==> src/design/clk_startup_pkg.sv <==
// Constants and types for the clock source and start-up controller.
// Assumes fuse bits, oscillator ticks and reset sources arrive on ref_clk.
package clk_startup_pkg;

  // ---------------------------------------------------------------
  // Shipped fuse values (stored sense: 0 means programmed)
  // ---------------------------------------------------------------
  localparam logic [3:0] SRC_FUSE_RESET = 4'h2;
  localparam logic [1:0] SUT_FUSE_RESET = 2'h2;
  localparam logic DIV8_FUSE_RESET = 1'b0;

  // ---------------------------------------------------------------
  // Counts, in cycles of the clock that times them
  // ---------------------------------------------------------------
  localparam int CNT_EXTERNAL = 6;
  localparam int CNT_258 = 258;
  localparam int CNT_1K = 1024;
  localparam int CNT_16K = 16384;
  localparam int CNT_32K = 32768;
  localparam int CNT_RESET_EXTRA = 14;
  localparam int TOUT_SHORT = 4096;
  localparam int TOUT_LONG = 8192;
  localparam int DIV_RATIO = 8;

  // ---------------------------------------------------------------
  // Register byte offsets
  // ---------------------------------------------------------------
  localparam logic [3:0] OFS_STATUS = 4'h0;
  localparam logic [3:0] OFS_CONTROL = 4'h4;
  localparam logic [3:0] OFS_COUNT = 4'h8;

  // ---------------------------------------------------------------
  // Field positions
  // ---------------------------------------------------------------
  localparam int ST_SRC_LSB = 0;
  localparam int ST_SUT_LSB = 4;
  localparam int ST_DIV8_BIT = 6;
  localparam int ST_KIND_LSB = 7;
  localparam int ST_IRST_BIT = 10;
  localparam int ST_STATE_LSB = 11;
  localparam int CT_MODE_LSB = 0;
  localparam int CT_GO_BIT = 8;
  localparam int CNT_TOUT_LSB = 16;
  localparam logic [1:0] CT_MODE_RESET = 2'h0;

  // ---------------------------------------------------------------
  // Types
  // ---------------------------------------------------------------
  typedef enum logic [2:0] {
    src_low_power_xtal, src_full_swing_xtal, src_low_freq_xtal,
    src_rc_128k, src_rc_calibrated, src_external, src_reserved
  } source_kind_t;
  typedef enum logic [1:0] {tout_none, tout_short, tout_long} tout_sel_t;
  typedef enum logic [2:0] {
    wake_6, wake_258, wake_1k, wake_16k, wake_32k
  } wake_sel_t;
  typedef enum logic [1:0] {
    sleep_idle, sleep_converter_quiet, sleep_power_save, sleep_power_down
  } sleep_mode_t;
  typedef enum logic [2:0] {
    st_hold, st_timeout, st_osc, st_run, st_sleep, st_wake
  } seq_state_t;

endpackage

==> src/design/fuse_decode.sv <==
// Decodes the captured clock fuses into source kind and count choices.
// Purely combinational; the caller registers what it needs.
`timescale 1ns/1ps
module fuse_decode (
  input wire logic [3:0] src_fuses,
  input wire logic [1:0] sut_fuses,
  output clk_startup_pkg::source_kind_t kind,
  output clk_startup_pkg::tout_sel_t tout_sel,
  output clk_startup_pkg::wake_sel_t wake_sel
);

  // Start-up code: source bit 0 over the two start-up bits
  logic [2:0] code;
  assign code = {src_fuses[0], sut_fuses};

  // Source kind, time-out choice and wake count
  always_comb begin
    kind = clk_startup_pkg::src_reserved;
    if (src_fuses[3]) begin
      kind = clk_startup_pkg::src_low_power_xtal;
    end else if (src_fuses[2:1] == 2'h3) begin
      kind = clk_startup_pkg::src_full_swing_xtal;
    end else if (src_fuses[2:1] == 2'h2) begin
      kind = clk_startup_pkg::src_low_freq_xtal;
    end else begin
      case (src_fuses[1:0])
        2'h3: kind = clk_startup_pkg::src_rc_128k;
        2'h2: kind = clk_startup_pkg::src_rc_calibrated;
        2'h0: kind = clk_startup_pkg::src_external;
        default: kind = clk_startup_pkg::src_reserved;
      endcase
    end
    if (src_fuses[3] || src_fuses[2:1] == 2'h3) begin
      // Crystal tables share one layout
      case (code)
        3'h0, 3'h1: wake_sel = clk_startup_pkg::wake_258;
        3'h2, 3'h3, 3'h4: wake_sel = clk_startup_pkg::wake_1k;
        default: wake_sel = clk_startup_pkg::wake_16k;
      endcase
      case (code)
        3'h2, 3'h5: tout_sel = clk_startup_pkg::tout_none;
        3'h0, 3'h3, 3'h6: tout_sel = clk_startup_pkg::tout_short;
        default: tout_sel = clk_startup_pkg::tout_long;
      endcase
    end else begin
      // Other sources: start-up bits pick the time-out, reserved 11 is longest
      case (sut_fuses)
        2'h0: tout_sel = clk_startup_pkg::tout_none;
        2'h1: tout_sel = clk_startup_pkg::tout_short;
        default: tout_sel = clk_startup_pkg::tout_long;
      endcase
      if (src_fuses[2:1] == 2'h2) begin
        wake_sel = src_fuses[0] ? clk_startup_pkg::wake_32k : clk_startup_pkg::wake_1k;
      end else begin
        wake_sel = clk_startup_pkg::wake_6;
      end
    end
  end

endmodule

==> src/design/cycle_counter.sv <==
// Loadable down-counter that steps on a tick and flags when it is empty.
// Tick is a one-cycle enable in the ref_clk domain.
`timescale 1ns/1ps
module cycle_counter (
  input wire logic ref_clk,
  input wire logic srst,
  input wire logic load,
  input wire logic [15:0] load_value,
  input wire logic tick,
  output logic [15:0] count_reg,
  output logic done_reg
);

  // Load wins over a tick in the same cycle
  always_ff @(posedge ref_clk) begin
    if (srst) begin
      count_reg <= 16'h0000;
      done_reg <= 1'b1;
    end else if (load) begin
      count_reg <= load_value;
      done_reg <= (load_value == 16'h0000);
    end else if (tick && count_reg != 16'h0000) begin
      count_reg <= count_reg - 16'h0001;
      done_reg <= (count_reg == 16'h0001);
    end
  end

endmodule

==> src/design/clock_source_startup_control.sv <==
// Clock source selection, start-up sequencing and clock domain gating.
// Assumes synchronous tick inputs for the watchdog and selected oscillator.
//
// How it works
// Decode four source-select fuse bits into sources
// Fuse bit one means unprogrammed, zero programmed
// Shipped fuses: calibrated RC, divide by eight
// Hold internal reset for time-out after sources
// Time-out counted in watchdog cycles, fuse chosen
// Time-out is 0, 4096 or 8192 cycles
// Disable time-out only with brown-out detector
// Ripple count oscillator cycles, then release reset
// Stabilisation counts from 6 up to 32K
// Reset uses both counts, wake only oscillator
// Low power bits three to one pick range
// Lowest low power range only for resonators
// Bit zero and start-up bits choose wake count
// Reset delay is 14 cycles plus time-out
// Programmed divide fuse divides clock by eight
// Each clock domain gated separately by sleep
// Core clock halt freezes core state
// Program memory clock follows core clock
// Async timer clock runs on through sleep; here it stops in power-down
// External interrupts seen with peripheral clock halted
// Converter clock runs with core clocks halted
// Time-out completes before oscillator count starts
//
// Implementation choices: the Avalon-MM interface to the registers and the placing of the registers.
`timescale 1ns/1ps
module clock_source_startup_control #(
  parameter int TOUT_SHORT_CYCLES = clk_startup_pkg::TOUT_SHORT,
  parameter int TOUT_LONG_CYCLES = clk_startup_pkg::TOUT_LONG,
  parameter int OSC_16K_CYCLES = clk_startup_pkg::CNT_16K,
  parameter int OSC_32K_CYCLES = clk_startup_pkg::CNT_32K
) (
  input wire logic ref_clk,
  input wire logic srst,
  // Avalon-MM slave
  input wire logic [3:0] avs_address,
  input wire logic avs_read,
  input wire logic avs_write,
  input wire logic [31:0] avs_writedata,
  input wire logic [3:0] avs_byteenable,
  output logic [31:0] avs_readdata,
  output logic avs_waitrequest,
  // Fuses and reset sources
  input wire logic [3:0] clock_source_select_fuses,
  input wire logic [1:0] startup_time_select_fuses,
  input wire logic divide_by_eight_fuse,
  input wire logic other_reset_active,
  // Timing ticks
  input wire logic watchdog_tick,
  input wire logic osc_tick,
  // Wake source
  input wire logic ext_int_request,
  // Outputs
  output logic internal_reset,
  output logic system_clock_tick,
  output logic core_clock_en,
  output logic peripheral_clock_en,
  output logic program_memory_clock_en,
  output logic async_timer_clock_en,
  output logic converter_clock_en,
  output logic [1:0] lp_xtal_range,
  output logic wake_detected
);

  // ---------------------------------------------------------------
  // Declarations
  // ---------------------------------------------------------------
  logic [3:0] src_fuse_reg; // Captured source select
  logic [1:0] sut_fuse_reg; // Captured start-up select
  logic div8_fuse_reg; // Captured divide fuse, stored sense
  logic div8_active; // Divide enabled
  clk_startup_pkg::source_kind_t kind; // Decoded source
  clk_startup_pkg::tout_sel_t tout_sel; // Time-out choice
  clk_startup_pkg::wake_sel_t wake_sel; // Wake count choice
  clk_startup_pkg::seq_state_t state_reg; // Sequencer state
  clk_startup_pkg::seq_state_t state_next;
  clk_startup_pkg::sleep_mode_t mode_reg; // Sleep mode
  logic sleep_go; // Software sleep request
  logic [15:0] tout_value; // Time-out load value
  logic [15:0] wake_value; // Oscillator count for wake
  logic [15:0] reset_osc_value; // Oscillator count from reset
  logic tout_load;
  logic osc_load;
  logic [15:0] osc_load_value;
  logic [15:0] tout_count;
  logic tout_done;
  logic [15:0] osc_count;
  logic osc_done;
  logic [2:0] div_reg; // Divide-by-eight phase
  logic bus_take; // Request accepted this edge
  logic [31:0] rdata_next;

  // ---------------------------------------------------------------
  // Fuse capture
  // ---------------------------------------------------------------
  // Fuses are sampled only while reset sources hold the device,
  // so a fuse change in run time has no effect until next reset.
  always_ff @(posedge ref_clk) begin
    if (srst) begin
      src_fuse_reg <= clk_startup_pkg::SRC_FUSE_RESET;
      sut_fuse_reg <= clk_startup_pkg::SUT_FUSE_RESET;
      div8_fuse_reg <= clk_startup_pkg::DIV8_FUSE_RESET;
    end else if (state_reg == clk_startup_pkg::st_hold) begin
      src_fuse_reg <= clock_source_select_fuses;
      sut_fuse_reg <= startup_time_select_fuses;
      div8_fuse_reg <= divide_by_eight_fuse;
    end
  end

  // Zero means programmed
  assign div8_active = ~div8_fuse_reg;

  // Fuse decoder
  fuse_decode u_decode (
    .src_fuses(src_fuse_reg),
    .sut_fuses(sut_fuse_reg),
    .kind(kind),
    .tout_sel(tout_sel),
    .wake_sel(wake_sel)
  );

  // Low power crystal range, bits three to one less the top bit
  always_ff @(posedge ref_clk) begin
    if (srst) begin
      lp_xtal_range <= 2'h0;
    end else begin
      lp_xtal_range <= src_fuse_reg[2:1];
    end
  end

  // ---------------------------------------------------------------
  // Count values
  // ---------------------------------------------------------------
  // Time-out length in watchdog cycles
  always_comb begin
    case (tout_sel)
      clk_startup_pkg::tout_short: tout_value = 16'(TOUT_SHORT_CYCLES);
      clk_startup_pkg::tout_long: tout_value = 16'(TOUT_LONG_CYCLES);
      default: tout_value = 16'h0000;
    endcase
  end

  // Oscillator stabilisation length
  always_comb begin
    case (wake_sel)
      clk_startup_pkg::wake_258: wake_value = 16'(clk_startup_pkg::CNT_258);
      clk_startup_pkg::wake_1k: wake_value = 16'(clk_startup_pkg::CNT_1K);
      clk_startup_pkg::wake_16k: wake_value = 16'(OSC_16K_CYCLES);
      clk_startup_pkg::wake_32k: wake_value = 16'(OSC_32K_CYCLES);
      default: wake_value = 16'(clk_startup_pkg::CNT_EXTERNAL);
    endcase
  end

  // From reset the extra 14 cycles are added on top
  assign reset_osc_value = wake_value + 16'(clk_startup_pkg::CNT_RESET_EXTRA);

  // ---------------------------------------------------------------
  // Counters
  // ---------------------------------------------------------------
  // Watchdog-timed reset time-out
  cycle_counter u_tout (
    .ref_clk(ref_clk),
    .srst(srst),
    .load(tout_load),
    .load_value(tout_value),
    .tick(watchdog_tick),
    .count_reg(tout_count),
    .done_reg(tout_done)
  );

  // Oscillator ripple count
  cycle_counter u_osc (
    .ref_clk(ref_clk),
    .srst(srst),
    .load(osc_load),
    .load_value(osc_load_value),
    .tick(osc_tick),
    .count_reg(osc_count),
    .done_reg(osc_done)
  );

  // ---------------------------------------------------------------
  // Sequencer
  // ---------------------------------------------------------------
  // Reset sources always win and restart the whole sequence.
  always_comb begin
    state_next = state_reg;
    tout_load = 1'b0;
    osc_load = 1'b0;
    osc_load_value = reset_osc_value;
    if (other_reset_active) begin
      state_next = clk_startup_pkg::st_hold;
    end else begin
      case (state_reg)
        clk_startup_pkg::st_hold: begin
          // Sources released: start time-out
          tout_load = 1'b1;
          state_next = clk_startup_pkg::st_timeout;
        end
        clk_startup_pkg::st_timeout: begin
          // Oscillator count only after time-out ends
          if (tout_done) begin
            osc_load = 1'b1;
            state_next = clk_startup_pkg::st_osc;
          end
        end
        clk_startup_pkg::st_osc: begin
          // Both counts done: release reset
          if (osc_done) begin
            state_next = clk_startup_pkg::st_run;
          end
        end
        clk_startup_pkg::st_run: begin
          if (sleep_go) begin
            state_next = clk_startup_pkg::st_sleep;
          end
        end
        clk_startup_pkg::st_sleep: begin
          if (ext_int_request) begin
            if (mode_reg == clk_startup_pkg::sleep_power_save ||
                mode_reg == clk_startup_pkg::sleep_power_down) begin
              // Oscillator was stopped: start-up count only
              osc_load = 1'b1;
              osc_load_value = wake_value;
              state_next = clk_startup_pkg::st_wake;
            end else begin
              state_next = clk_startup_pkg::st_run;
            end
          end
        end
        clk_startup_pkg::st_wake: begin
          if (osc_done) begin
            state_next = clk_startup_pkg::st_run;
          end
        end
        default: state_next = clk_startup_pkg::st_hold;
      endcase
    end
  end

  // State register
  always_ff @(posedge ref_clk) begin
    if (srst) begin
      state_reg <= clk_startup_pkg::st_hold;
    end else begin
      state_reg <= state_next;
    end
  end

  // Internal reset stays up until the run state is reached
  always_ff @(posedge ref_clk) begin
    if (srst) begin
      internal_reset <= 1'b1;
    end else begin
      internal_reset <= (state_next == clk_startup_pkg::st_hold) ||
                        (state_next == clk_startup_pkg::st_timeout) ||
                        (state_next == clk_startup_pkg::st_osc);
    end
  end

  // ---------------------------------------------------------------
  // Clock domain enables
  // ---------------------------------------------------------------
  // Enables follow the next state so they change with it.
  always_ff @(posedge ref_clk) begin
    if (srst) begin
      core_clock_en <= 1'b0;
      program_memory_clock_en <= 1'b0;
      peripheral_clock_en <= 1'b0;
      converter_clock_en <= 1'b0;
      async_timer_clock_en <= 1'b0;
    end else begin
      // Core off freezes register file and stack
      core_clock_en <= (state_next == clk_startup_pkg::st_run);
      program_memory_clock_en <= (state_next == clk_startup_pkg::st_run);
      peripheral_clock_en <= (state_next == clk_startup_pkg::st_run) ||
        (state_next == clk_startup_pkg::st_sleep &&
         mode_reg == clk_startup_pkg::sleep_idle);
      converter_clock_en <= (state_next == clk_startup_pkg::st_run) ||
        (state_next == clk_startup_pkg::st_sleep &&
         (mode_reg == clk_startup_pkg::sleep_idle ||
          mode_reg == clk_startup_pkg::sleep_converter_quiet));
      // Timer keeps counting in every sleep but power-down
      async_timer_clock_en <= (state_next == clk_startup_pkg::st_run) ||
        (state_next == clk_startup_pkg::st_wake) ||
        (state_next == clk_startup_pkg::st_sleep &&
         mode_reg != clk_startup_pkg::sleep_power_down);
    end
  end

  // Wake is caught on the free-running clock, not a gated one
  always_ff @(posedge ref_clk) begin
    if (srst) begin
      wake_detected <= 1'b0;
    end else begin
      wake_detected <= ext_int_request &&
                       (state_reg == clk_startup_pkg::st_sleep);
    end
  end

  // ---------------------------------------------------------------
  // System clock divider
  // ---------------------------------------------------------------
  // Divides oscillator ticks by eight when the fuse is programmed.
  always_ff @(posedge ref_clk) begin
    if (srst) begin
      div_reg <= 3'h0;
      system_clock_tick <= 1'b0;
    end else if (osc_tick) begin
      div_reg <= div_reg + 3'h1;
      system_clock_tick <= div8_active ?
        (div_reg == 3'(clk_startup_pkg::DIV_RATIO - 1)) : 1'b1;
    end else begin
      system_clock_tick <= 1'b0;
    end
  end

  // ---------------------------------------------------------------
  // Avalon-MM slave
  // ---------------------------------------------------------------
  // One wait cycle per access; the request is taken on the edge
  // where waitrequest is seen low.
  assign bus_take = (avs_read || avs_write) && !avs_waitrequest;

  always_ff @(posedge ref_clk) begin
    if (srst) begin
      avs_waitrequest <= 1'b1;
    end else if (!avs_waitrequest) begin
      avs_waitrequest <= 1'b1;
    end else if (avs_read || avs_write) begin
      avs_waitrequest <= 1'b0;
    end
  end

  // Read mux; unmapped offsets read zero
  always_comb begin
    rdata_next = 32'h0000_0000;
    case (avs_address)
      clk_startup_pkg::OFS_STATUS: begin
        rdata_next[clk_startup_pkg::ST_SRC_LSB +: 4] = src_fuse_reg;
        rdata_next[clk_startup_pkg::ST_SUT_LSB +: 2] = sut_fuse_reg;
        rdata_next[clk_startup_pkg::ST_DIV8_BIT] = div8_fuse_reg;
        rdata_next[clk_startup_pkg::ST_KIND_LSB +: 3] = kind;
        rdata_next[clk_startup_pkg::ST_IRST_BIT] = internal_reset;
        rdata_next[clk_startup_pkg::ST_STATE_LSB +: 3] = state_reg;
      end
      clk_startup_pkg::OFS_CONTROL: begin
        rdata_next[clk_startup_pkg::CT_MODE_LSB +: 2] = mode_reg;
      end
      clk_startup_pkg::OFS_COUNT: begin
        rdata_next[15:0] = osc_count;
        rdata_next[clk_startup_pkg::CNT_TOUT_LSB +: 16] = tout_count;
      end
      default: ;
    endcase
  end

  // Read data loaded while waitrequest is still high
  always_ff @(posedge ref_clk) begin
    if (srst) begin
      avs_readdata <= 32'h0000_0000;
    end else if (avs_read && avs_waitrequest) begin
      avs_readdata <= rdata_next;
    end
  end

  // Control register; sleep request is a write-one pulse
  always_ff @(posedge ref_clk) begin
    if (srst) begin
      mode_reg <= clk_startup_pkg::sleep_mode_t'(clk_startup_pkg::CT_MODE_RESET);
      sleep_go <= 1'b0;
    end else begin
      sleep_go <= 1'b0;
      if (bus_take && avs_write && avs_address == clk_startup_pkg::OFS_CONTROL) begin
        if (avs_byteenable[0]) begin
          mode_reg <= clk_startup_pkg::sleep_mode_t'(
            avs_writedata[clk_startup_pkg::CT_MODE_LSB +: 2]);
        end
        if (avs_byteenable[1]) begin
          sleep_go <= avs_writedata[clk_startup_pkg::CT_GO_BIT];
        end
      end
    end
  end

endmodule

==> config.mk <==
export PLATFORM = sky130hd
export DESIGN_NAME = clock_source_startup_control
export DESIGN_NICKNAME = d
export VERILOG_FILES = /design/src/design/clk_startup_pkg.sv /design/src/design/fuse_decode.sv /design/src/design/cycle_counter.sv /design/src/design/clock_source_startup_control.sv
export SDC_FILE = /design/constraint.sdc
export NUM_CORES = 1
export LEC_CHECK = 0
export ABC_AREA = 1
export BUFFER_PORTS_ARGS = -buffer_cell sky130_fd_sc_hd__buf_4
export CORE_UTILIZATION = 50
export CTS_BUF_LIST = sky130_fd_sc_hd__clkbuf_8
export DETAILED_ROUTE_END_ITERATION = 16
export PLACE_DENSITY = 0.82
export SLEW_MARGIN = 20
export SYNTH_ARGS = -nofsm -noshare
export SYNTH_HDL_FRONTEND = slang
export SYNTH_HIERARCHICAL = 1
export SYNTH_SLANG_ARGS = --single-unit
export TNS_END_PERCENT = 100
==> constraint.sdc <==
create_clock -name ref_clk -period 2.2 [get_ports ref_clk]
set_input_delay 0.44 -clock ref_clk [delete_from_list [all_inputs] [get_ports ref_clk]]
set_output_delay 0.44 -clock ref_clk [all_outputs]
set_load 0.1 [all_outputs]
# ---- Word level (Yosys, flattened, before mapping)
# Cells that the tools add are included.
dict set report totals {
  ff_bits 92
  latch_bits 0
  mem_bits_rw 0
  romBits 0
  in_bits 55
  output_inout_bits 43
  word_cells 152
  memories 0
}
dict set report classes {
  n_addsub 4
  n_mul 0
  div_mod_pow 0
  magnitude_cmp 0
  n_eq_ne 36
  shift 0
  mux 44
  bitwise 4
  reduce_logical 43
}
# operator n
set ops {}
lappend ops {{16-bit 2-to-1 mux} 8}
lappend ops {{16-bit one-hot mux with 4 select lines} 1}
lappend ops {{3-bit 2-to-1 mux} 12}
lappend ops {{16-bit by 1-bit equality test with 1-bit output, second input constant} 2}
lappend ops {{16-bit zero test} 2}
lappend ops {{16-bit nonzero test} 2}
lappend ops {{16-bit by 1-bit subtractor with 16-bit output, second input constant} 2}
lappend ops {{14-bit one-hot mux with 2 select lines} 1}
lappend ops {{3-bit equality test, second input constant} 9}
lappend ops {{3-bit by 2-bit equality test with 1-bit output, second input constant} 8}
lappend ops {{12-bit one-hot mux with 2 select lines} 1}
lappend ops {{18-bit 2-to-1 mux} 1}
lappend ops {{16-bit by 4-bit adder with 16-bit output, second input constant} 1}
lappend ops {{3-bit one-hot mux with 5 select lines} 1}
lappend ops {{2-bit equality test, second input constant} 7}
lappend ops {{3-bit by 1-bit equality test with 1-bit output, second input constant} 4}
lappend ops {{1-bit 2-to-1 mux} 12}
lappend ops {{2-bit one-hot mux with 2 select lines} 3}
lappend ops {{1-bit logical AND} 10}
lappend ops {{1-bit logical OR} 10}
lappend ops {{2-bit OR reduction} 5}
lappend ops {{3-bit zero test} 3}
lappend ops {{3-bit one-hot mux with 3 select lines} 1}
lappend ops {{3-bit OR reduction} 3}
lappend ops {{other kinds (14)} 22}

# ---- Logic depth before layout (Yosys ltp)
dict set report depth {
  word_depth 13
  ltp_mapped 18
  mapped_depth_nobuf 18
}

# ---- Cells and area by module
# The synthesis kept the hierarchy.
# mod instances cells_per_inst area_each_um2
set modules_own_cells {}
lappend modules_own_cells {cycle_counter 2 221 1368.8}
lappend modules_own_cells {clock_source_startup_control 1 365 2586.2}
lappend modules_own_cells {fuse_decode 1 34 168.9}

# ---- Worst setup path after synthesis
# Ideal clock, no wire load.
dict set report synth_path {
  path_kind {reg2reg}
  from {register src_fuse_reg[1]}
  to {register u_osc.done_reg}
  setup_time_ns 0.067
  t_arrival_ns 2.090
  t_required_ns 2.133
  slack_ns 0.043
  path_stages_with_launch 16
  synth_period_minus_slack_ns 2.157
  cell_sequence {dfxtp_1 > a21oi_2 > o21ai_0 > inv_1 > or2_1 > o211ai_1 > nand2_1 > ha_1 > o21a_1 > nor2_1 > nand2_1 > nor3_1 > nand3_1 > nand2_1 > nand2_1 > nand3_1}
}
dict set report synth_between {
  elab_chain_cells 12
  elab_cells_between_ends 17
}
# element line_no
set synth_rtl {}
lappend synth_rtl {{from (decl)} clock_source_startup_control.sv:71} ;# logic [3:0] src_fuse_reg;
lappend synth_rtl {{from (signal assigned)} clock_source_startup_control.sv:103} ;# src_fuse_reg <= clk_startup_pkg::SRC_FUSE_RESET;
lappend synth_rtl {{from (signal assigned)} clock_source_startup_control.sv:107} ;# src_fuse_reg <= clock_source_select_fuses;
lappend synth_rtl {{2-bit equality test, on equally long branches} {fuse_decode.sv:52, fuse_decode.sv:33}}
lappend synth_rtl {{3-bit 2-to-1 mux or 1-bit logical OR (tied branches)} {fuse_decode.sv:52, fuse_decode.sv:33}}
lappend synth_rtl {{3-bit 2-to-1 mux (*)} fuse_decode.sv:33} ;# if (src_fuses[3] || src_fuses[2:1] == 2'h3) begin
lappend synth_rtl {{named net wake_sel[1]} clock_source_startup_control.sv:77} ;# clk_startup_pkg::wake_sel_t wake_sel;
lappend synth_rtl {{3-bit equality test (tied with other cells)} clock_source_startup_control.sv:148} ;# case (wake_sel)
lappend synth_rtl {{16-bit one-hot mux with 4 select lines (*)} clock_source_startup_control.sv:148}
lappend synth_rtl {{16-bit by 4-bit adder with 16-bit output (*)} clock_source_startup_control.sv:158} ;# assign reset_osc_value = wake_value + 16'(clk_startup_pkg::CNT_RESET_EXTRA);
lappend synth_rtl {{16-bit 2-to-1 mux} clock_source_startup_control.sv:223} ;# if (mode_reg == clk_startup_pkg::sleep_power_save ||
lappend synth_rtl {{16-bit 2-to-1 mux} clock_source_startup_control.sv:222} ;# if (ext_int_request) begin
lappend synth_rtl {{16-bit 2-to-1 mux} clock_source_startup_control.sv:197} ;# case (state_reg)
lappend synth_rtl {{16-bit 2-to-1 mux (*)} clock_source_startup_control.sv:194} ;# if (other_reset_active) begin
lappend synth_rtl {{named net osc_load_value[4]} clock_source_startup_control.sv:87} ;# logic [15:0] osc_load_value;
lappend synth_rtl {{16-bit zero test (*)} cycle_counter.sv:21} ;# done_reg <= (load_value == 16'h0000);
lappend synth_rtl {{1-bit 2-to-1 mux (*)} cycle_counter.sv:19} ;# end else if (load) begin
lappend synth_rtl {{to (signal assigned)} cycle_counter.sv:21}
lappend synth_rtl {{to (signal assigned)} cycle_counter.sv:24} ;# done_reg <= (count_reg == 16'h0001);
lappend synth_rtl {{to (decl)} cycle_counter.sv:11} ;# output logic done_reg
# The timed path passes the listed nets; every way through them passes the cells marked *.
# A chain may end at the register's enable or synchronous reset.

# ---- Final worst setup path
dict set report layout_path {
  from {register src_fuse_reg[0]}
  to {register u_osc.done_reg}
}
dict set report layout_between {
  elab_chain_cells 13
  elab_cells_between_ends 23
}
# element line_no
set layout_rtl {}
lappend layout_rtl {{3-bit equality test (tied with other cells)} fuse_decode.sv:35} ;# case (code)
lappend layout_rtl {{3-bit OR reduction or 2-bit OR reduction (tied branches)} fuse_decode.sv:35}
lappend layout_rtl {{2-bit one-hot mux with 2 select lines} fuse_decode.sv:35}
lappend layout_rtl {{3-bit 2-to-1 mux (*)} fuse_decode.sv:33}
lappend layout_rtl {{named net wake_sel[1]} clock_source_startup_control.sv:77}
lappend layout_rtl {{3-bit equality test (tied with other cells)} clock_source_startup_control.sv:148}
lappend layout_rtl {{16-bit one-hot mux with 4 select lines (*)} clock_source_startup_control.sv:148}
lappend layout_rtl {{16-bit by 4-bit adder with 16-bit output (*)} clock_source_startup_control.sv:158}
lappend layout_rtl {{16-bit 2-to-1 mux} clock_source_startup_control.sv:223}
lappend layout_rtl {{16-bit 2-to-1 mux} clock_source_startup_control.sv:222}
lappend layout_rtl {{16-bit 2-to-1 mux} clock_source_startup_control.sv:197}
lappend layout_rtl {{16-bit 2-to-1 mux (*)} clock_source_startup_control.sv:194}
lappend layout_rtl {{named net osc_load_value[4]} clock_source_startup_control.sv:87}
lappend layout_rtl {{16-bit zero test (*)} cycle_counter.sv:21}
lappend layout_rtl {{1-bit 2-to-1 mux (*)} cycle_counter.sv:19}
# Marked as above.

==> flow_summary_export.csv <==
group,metric,value,unit
run_status,status,"complete, no violations",
routing,drt-pass1-iter-count,4,
worst_setup_path,critPathTopFamily,"simple AND/OR/NAND/NOR gates",
pwr,intPower,3.36,mW
yosys,synthSimpleGateAreaFrac,41.9,%
pwr,p_total,6.03,mW
job,drv_cap,0,
floorplan,core_area,10500,sq um
pwr,cellLeakagePower,3.30,nW
yosys,synthAdderAreaFrac,1.82,%
pwr,clkPwrFrac,19.1,%
floorplan,row_count,37,
sta,rsz0062_at_grt,"true",
final_layout,area_growth,19.5,%
clock_network,cts_tree,"built",
yosys,syn_area_per_cell,6.53,sq um
floorplan,fp.dieH,107,um
placed_design,dpl.hpwl,10100,um
routing,drc_errors,0,
routing,vias,5515,
floorplan,boundaryPins,98,
yosys,yosysWarnings,6,
final_layout,drive_gt1_share,19.0,%
worst_setup_path,crit_chain,"inv_4, nand4_1, o21ai_2, inv_1, or2_1, o211ai_1, nand2_1, ha_1, o21a_1, nor2_1, nand2_1, nor3_1, nand3_1, nand2_1, nand2_1, nand3_1",
routing,antenna_left,0,
sta,final.setup_skew,0.0163,ns
worst_setup_path,cp_common_cell,"nand2_1",
yosys,synth_top_family_by_area,"simple AND/OR/NAND/NOR gates",
routing,drt_wl_total,13900,um
pwr,p_comb_share,44.7,%
worst_setup_path,required,2.52,ns
clock_network,clockRootBuffer,"clkbuf_8",
grt,grt_usage,25.3,%
routing,wl_per_cell,12.7,um
clock_network,numCtsBuffers,9,
placed_design,dp.cells,1081,
sta,worst_hold_slack,0.272,ns
worst_setup_path,crit_buf_inv,2,
sta,layout_setup_ws,0.0558,ns
final_layout,finish.instance_area,6570,sq um
placed_design,io_buffers,66,
sta,hold_viol_final,0,
clock_network,path_clk_slew,0.10,ns
yosys,synth_area,5490,sq um
grt,grt_pass1_vias,5000,
routing,drtIter0Drc,288,
final_layout,fin_cells,1095,
sta,setup_violations,0,
worst_setup_path,critPathMaxFanout,4,
grt,grt_max_degree,59,
floorplan,start_util,52.3,%
clock_network,insertion_delay,0.38,ns
yosys,syn_inst,841,
clock_network,cts_max_level,3,
pwr,swShare,44.3,%
yosys,ys_seq_area_share,33.5,%
placed_design,pre_cts_ws,-0.0742,ns
yosys,synth_compound_area_share,11.0,%
min_path,hold_class,"input pin to flop",
yosys,ys_top_cells_by_area,"dfxtp_1, nand2_1, nor2_1",
yosys,yosysTopAreaCellShare,33.5,%
grt,globalRoute.totalOverflow,0,
final_layout,largest_reg_flops,32,
worst_setup_path,cp-start-kind,"flop",
worst_setup_path,critPathKind,"flop to flop",
grt,antenna_found_initial,0,
worst_setup_path,crit_path_end_kind,"flop",
pwr,seqPwrFrac,36.2,%
routing,routed_via_density,5.04,
sta,period_needed,2.14,ns
yosys,synth.largest_area_cell,"dfxtp_1",
sta,clock.fmax,466,MHz
clock_network,clock_path_buffers,2,
placed_design,placed_area,6340,sq um
yosys,synthMuxAreaShare,0,%
sta,finalMaxSlewViolations,0,
worst_setup_path,slowest_stage,"dfxtp_4",
yosys,synthXorXnorAreaFrac,2.39,%
pwr,irDropWorstVdd,0.000438,V
sta,fin_crit_sh,97.5,%
yosys,synth-seq-cells,92,
grt,grt_pass1_wl,23000,um
worst_setup_path,critPathArrivalTime,2.46,ns
pwr,power_density,919,nW/um^2
final_layout,fin_nets,1019,
floorplan,die-area,11400,sq um
floorplan,chipWidth,107,um
clock_network,clock-sinks,92,
pwr,switchingPower,2.67,mW
placed_design,routabilityCongestion,0.910,
clock_network,cts.hold.buffers_added,0,
yosys,synthDistinctLibCells,37,
worst_setup_path,max_stage_delay,0.37,ns
final_layout,antenna-diode-count,0,
==> synth_stat cells <==
cell and n:
inv_2 6, clkbuf_1 8, ha_1 8, buf_12 2, or2_2 10, xnor2_1 7, nand3b_1 10, buf_2 15
nor3_2 3, o21a_1 1, o21ai_0 43, nor2_4 7, nand3_1 67, nand2_4 6, dfxtp_1 92, o211ai_1 12
a21oi_2 3, nor2_2 11, xor2_1 8, nand4_1 7, nor2_1 112, nand2_2 5, buf_1 1, o21ai_2 2
nor4_2 1, nand3_2 12, o21bai_1 2, nand2_1 234, nor3_1 14, a21oi_1 42, buf_6 2, inv_1 76
buf_4 3, or2_1 1, clkinv_1 3, conb_1 1, o21ai_1 4
==> layer usage <==
layer | track usage (%) | vias up | part of all wire (%)
met3 | 4.07 | 24 | 4.3
met1 | 30.9 | 2484 | 44
met4 | 10.9 | 0 | 2.6
met5 | 0 | - | 0
met2 | 43.7 | 143 | 49
li1 | - | 2864 | -
==> path summary, 6_finish.rpt <==
kind	start	endpoint	slack (ns)	cells past startpoint
max reg2reg	src_fuse_reg[0]$_SDFFE_PP0N_	u_osc/done_reg$_SDFFE_PP1P_	0.06	16
min reg2reg	avs_waitrequest$_SDFF_PP1_	avs_waitrequest$_SDFF_PP1_	0.48	1
max	src_fuse_reg[0]$_SDFFE_PP0N_	u_osc/done_reg$_SDFFE_PP1P_	0.06	16
min	startup_time_select_fuses[1]	sut_fuse_reg[1]$_SDFFE_PP1N_	0.27	3
==> power by group through the flow <==
stage | clock network [mW] | logic (mW) | registers, mW
finish | 1.15 | 2.70 | 2.19
CTS | 1.18 | 2.67 | 2.18
detailed placement | 0 | 2.65 | 2.22
floorplan | 0 | 1.88 | 2.47
global route | 1.24 | 3.02 | 2.22
global placement | 0 | 2.61 | 2.21
==> worst min-delay path, stage by stage <==
cell and delay (ns):
buf_4 0.08, nand2_1 0.04, nand3_1 0.06
==> stage by stage <==
stage	utilization [%]	setup TNS [ns]
6_report	62.5	0
5_1_grt	62.5	-0.114
4_1_cts	62.2	0
3_5_place_dp	60.3	-0.0742
3_3_place_gp	60.3	-0.0425
2_1_floorplan	-	0
==> layout by cell type, fill, tap and decap left out, types with 4 or more instances in the layout <==
master / n
a21oi_1: 42
buf_4: 92
clkbuf_8: 10
conb_1: 43
dfxtp_1: 87
dfxtp_4: 4
ha_1: 8
inv_1: 74
inv_2: 7
nand2_1: 234
nand2_2: 5
nand2_4: 6
nand3_1: 67
nand3_2: 12
nand3b_1: 10
nand4_1: 7
nor2_1: 111
nor2_2: 11
nor2_4: 8
nor3_1: 14
o211ai_1: 12
o21ai_0: 41
o21ai_1: 5
or2_2: 10
xnor2_1: 7
xor2_1: 8
==> area by class of cell <==
cell class	count	area, sq um
clock inverters	4	51.3
well taps	136	170
multi-input cells	675	3320
repair buffers	93	711
flip-flops and latches	92	1860
clock buffers	10	138
inverters	85	322
fillers	956	3940
==> cells by family after synthesis <==
group,Yosys count
AOI/OAI and AO/OA,109
xor gates and xnor gates,15
adders and majority gates,8
buffers and inverters,116
DFF,92
other,1
and+or+nand+nor,500
==> repair_timing <==
| action | 4_1_cts | 5_1_grt |
|---|---|---|
| setup buffers | 0 | 0 |
| gates cloned | 0 | 0 |
| hold endpoints to repair | 0 | 0 |
| pin swaps | 0 | 7 |
| endpoints found under the setup margin | 1 | 4 |
| gates resized for setup | 4 | 13 |
No activity file was read; power rests on OpenSTA's default activity.
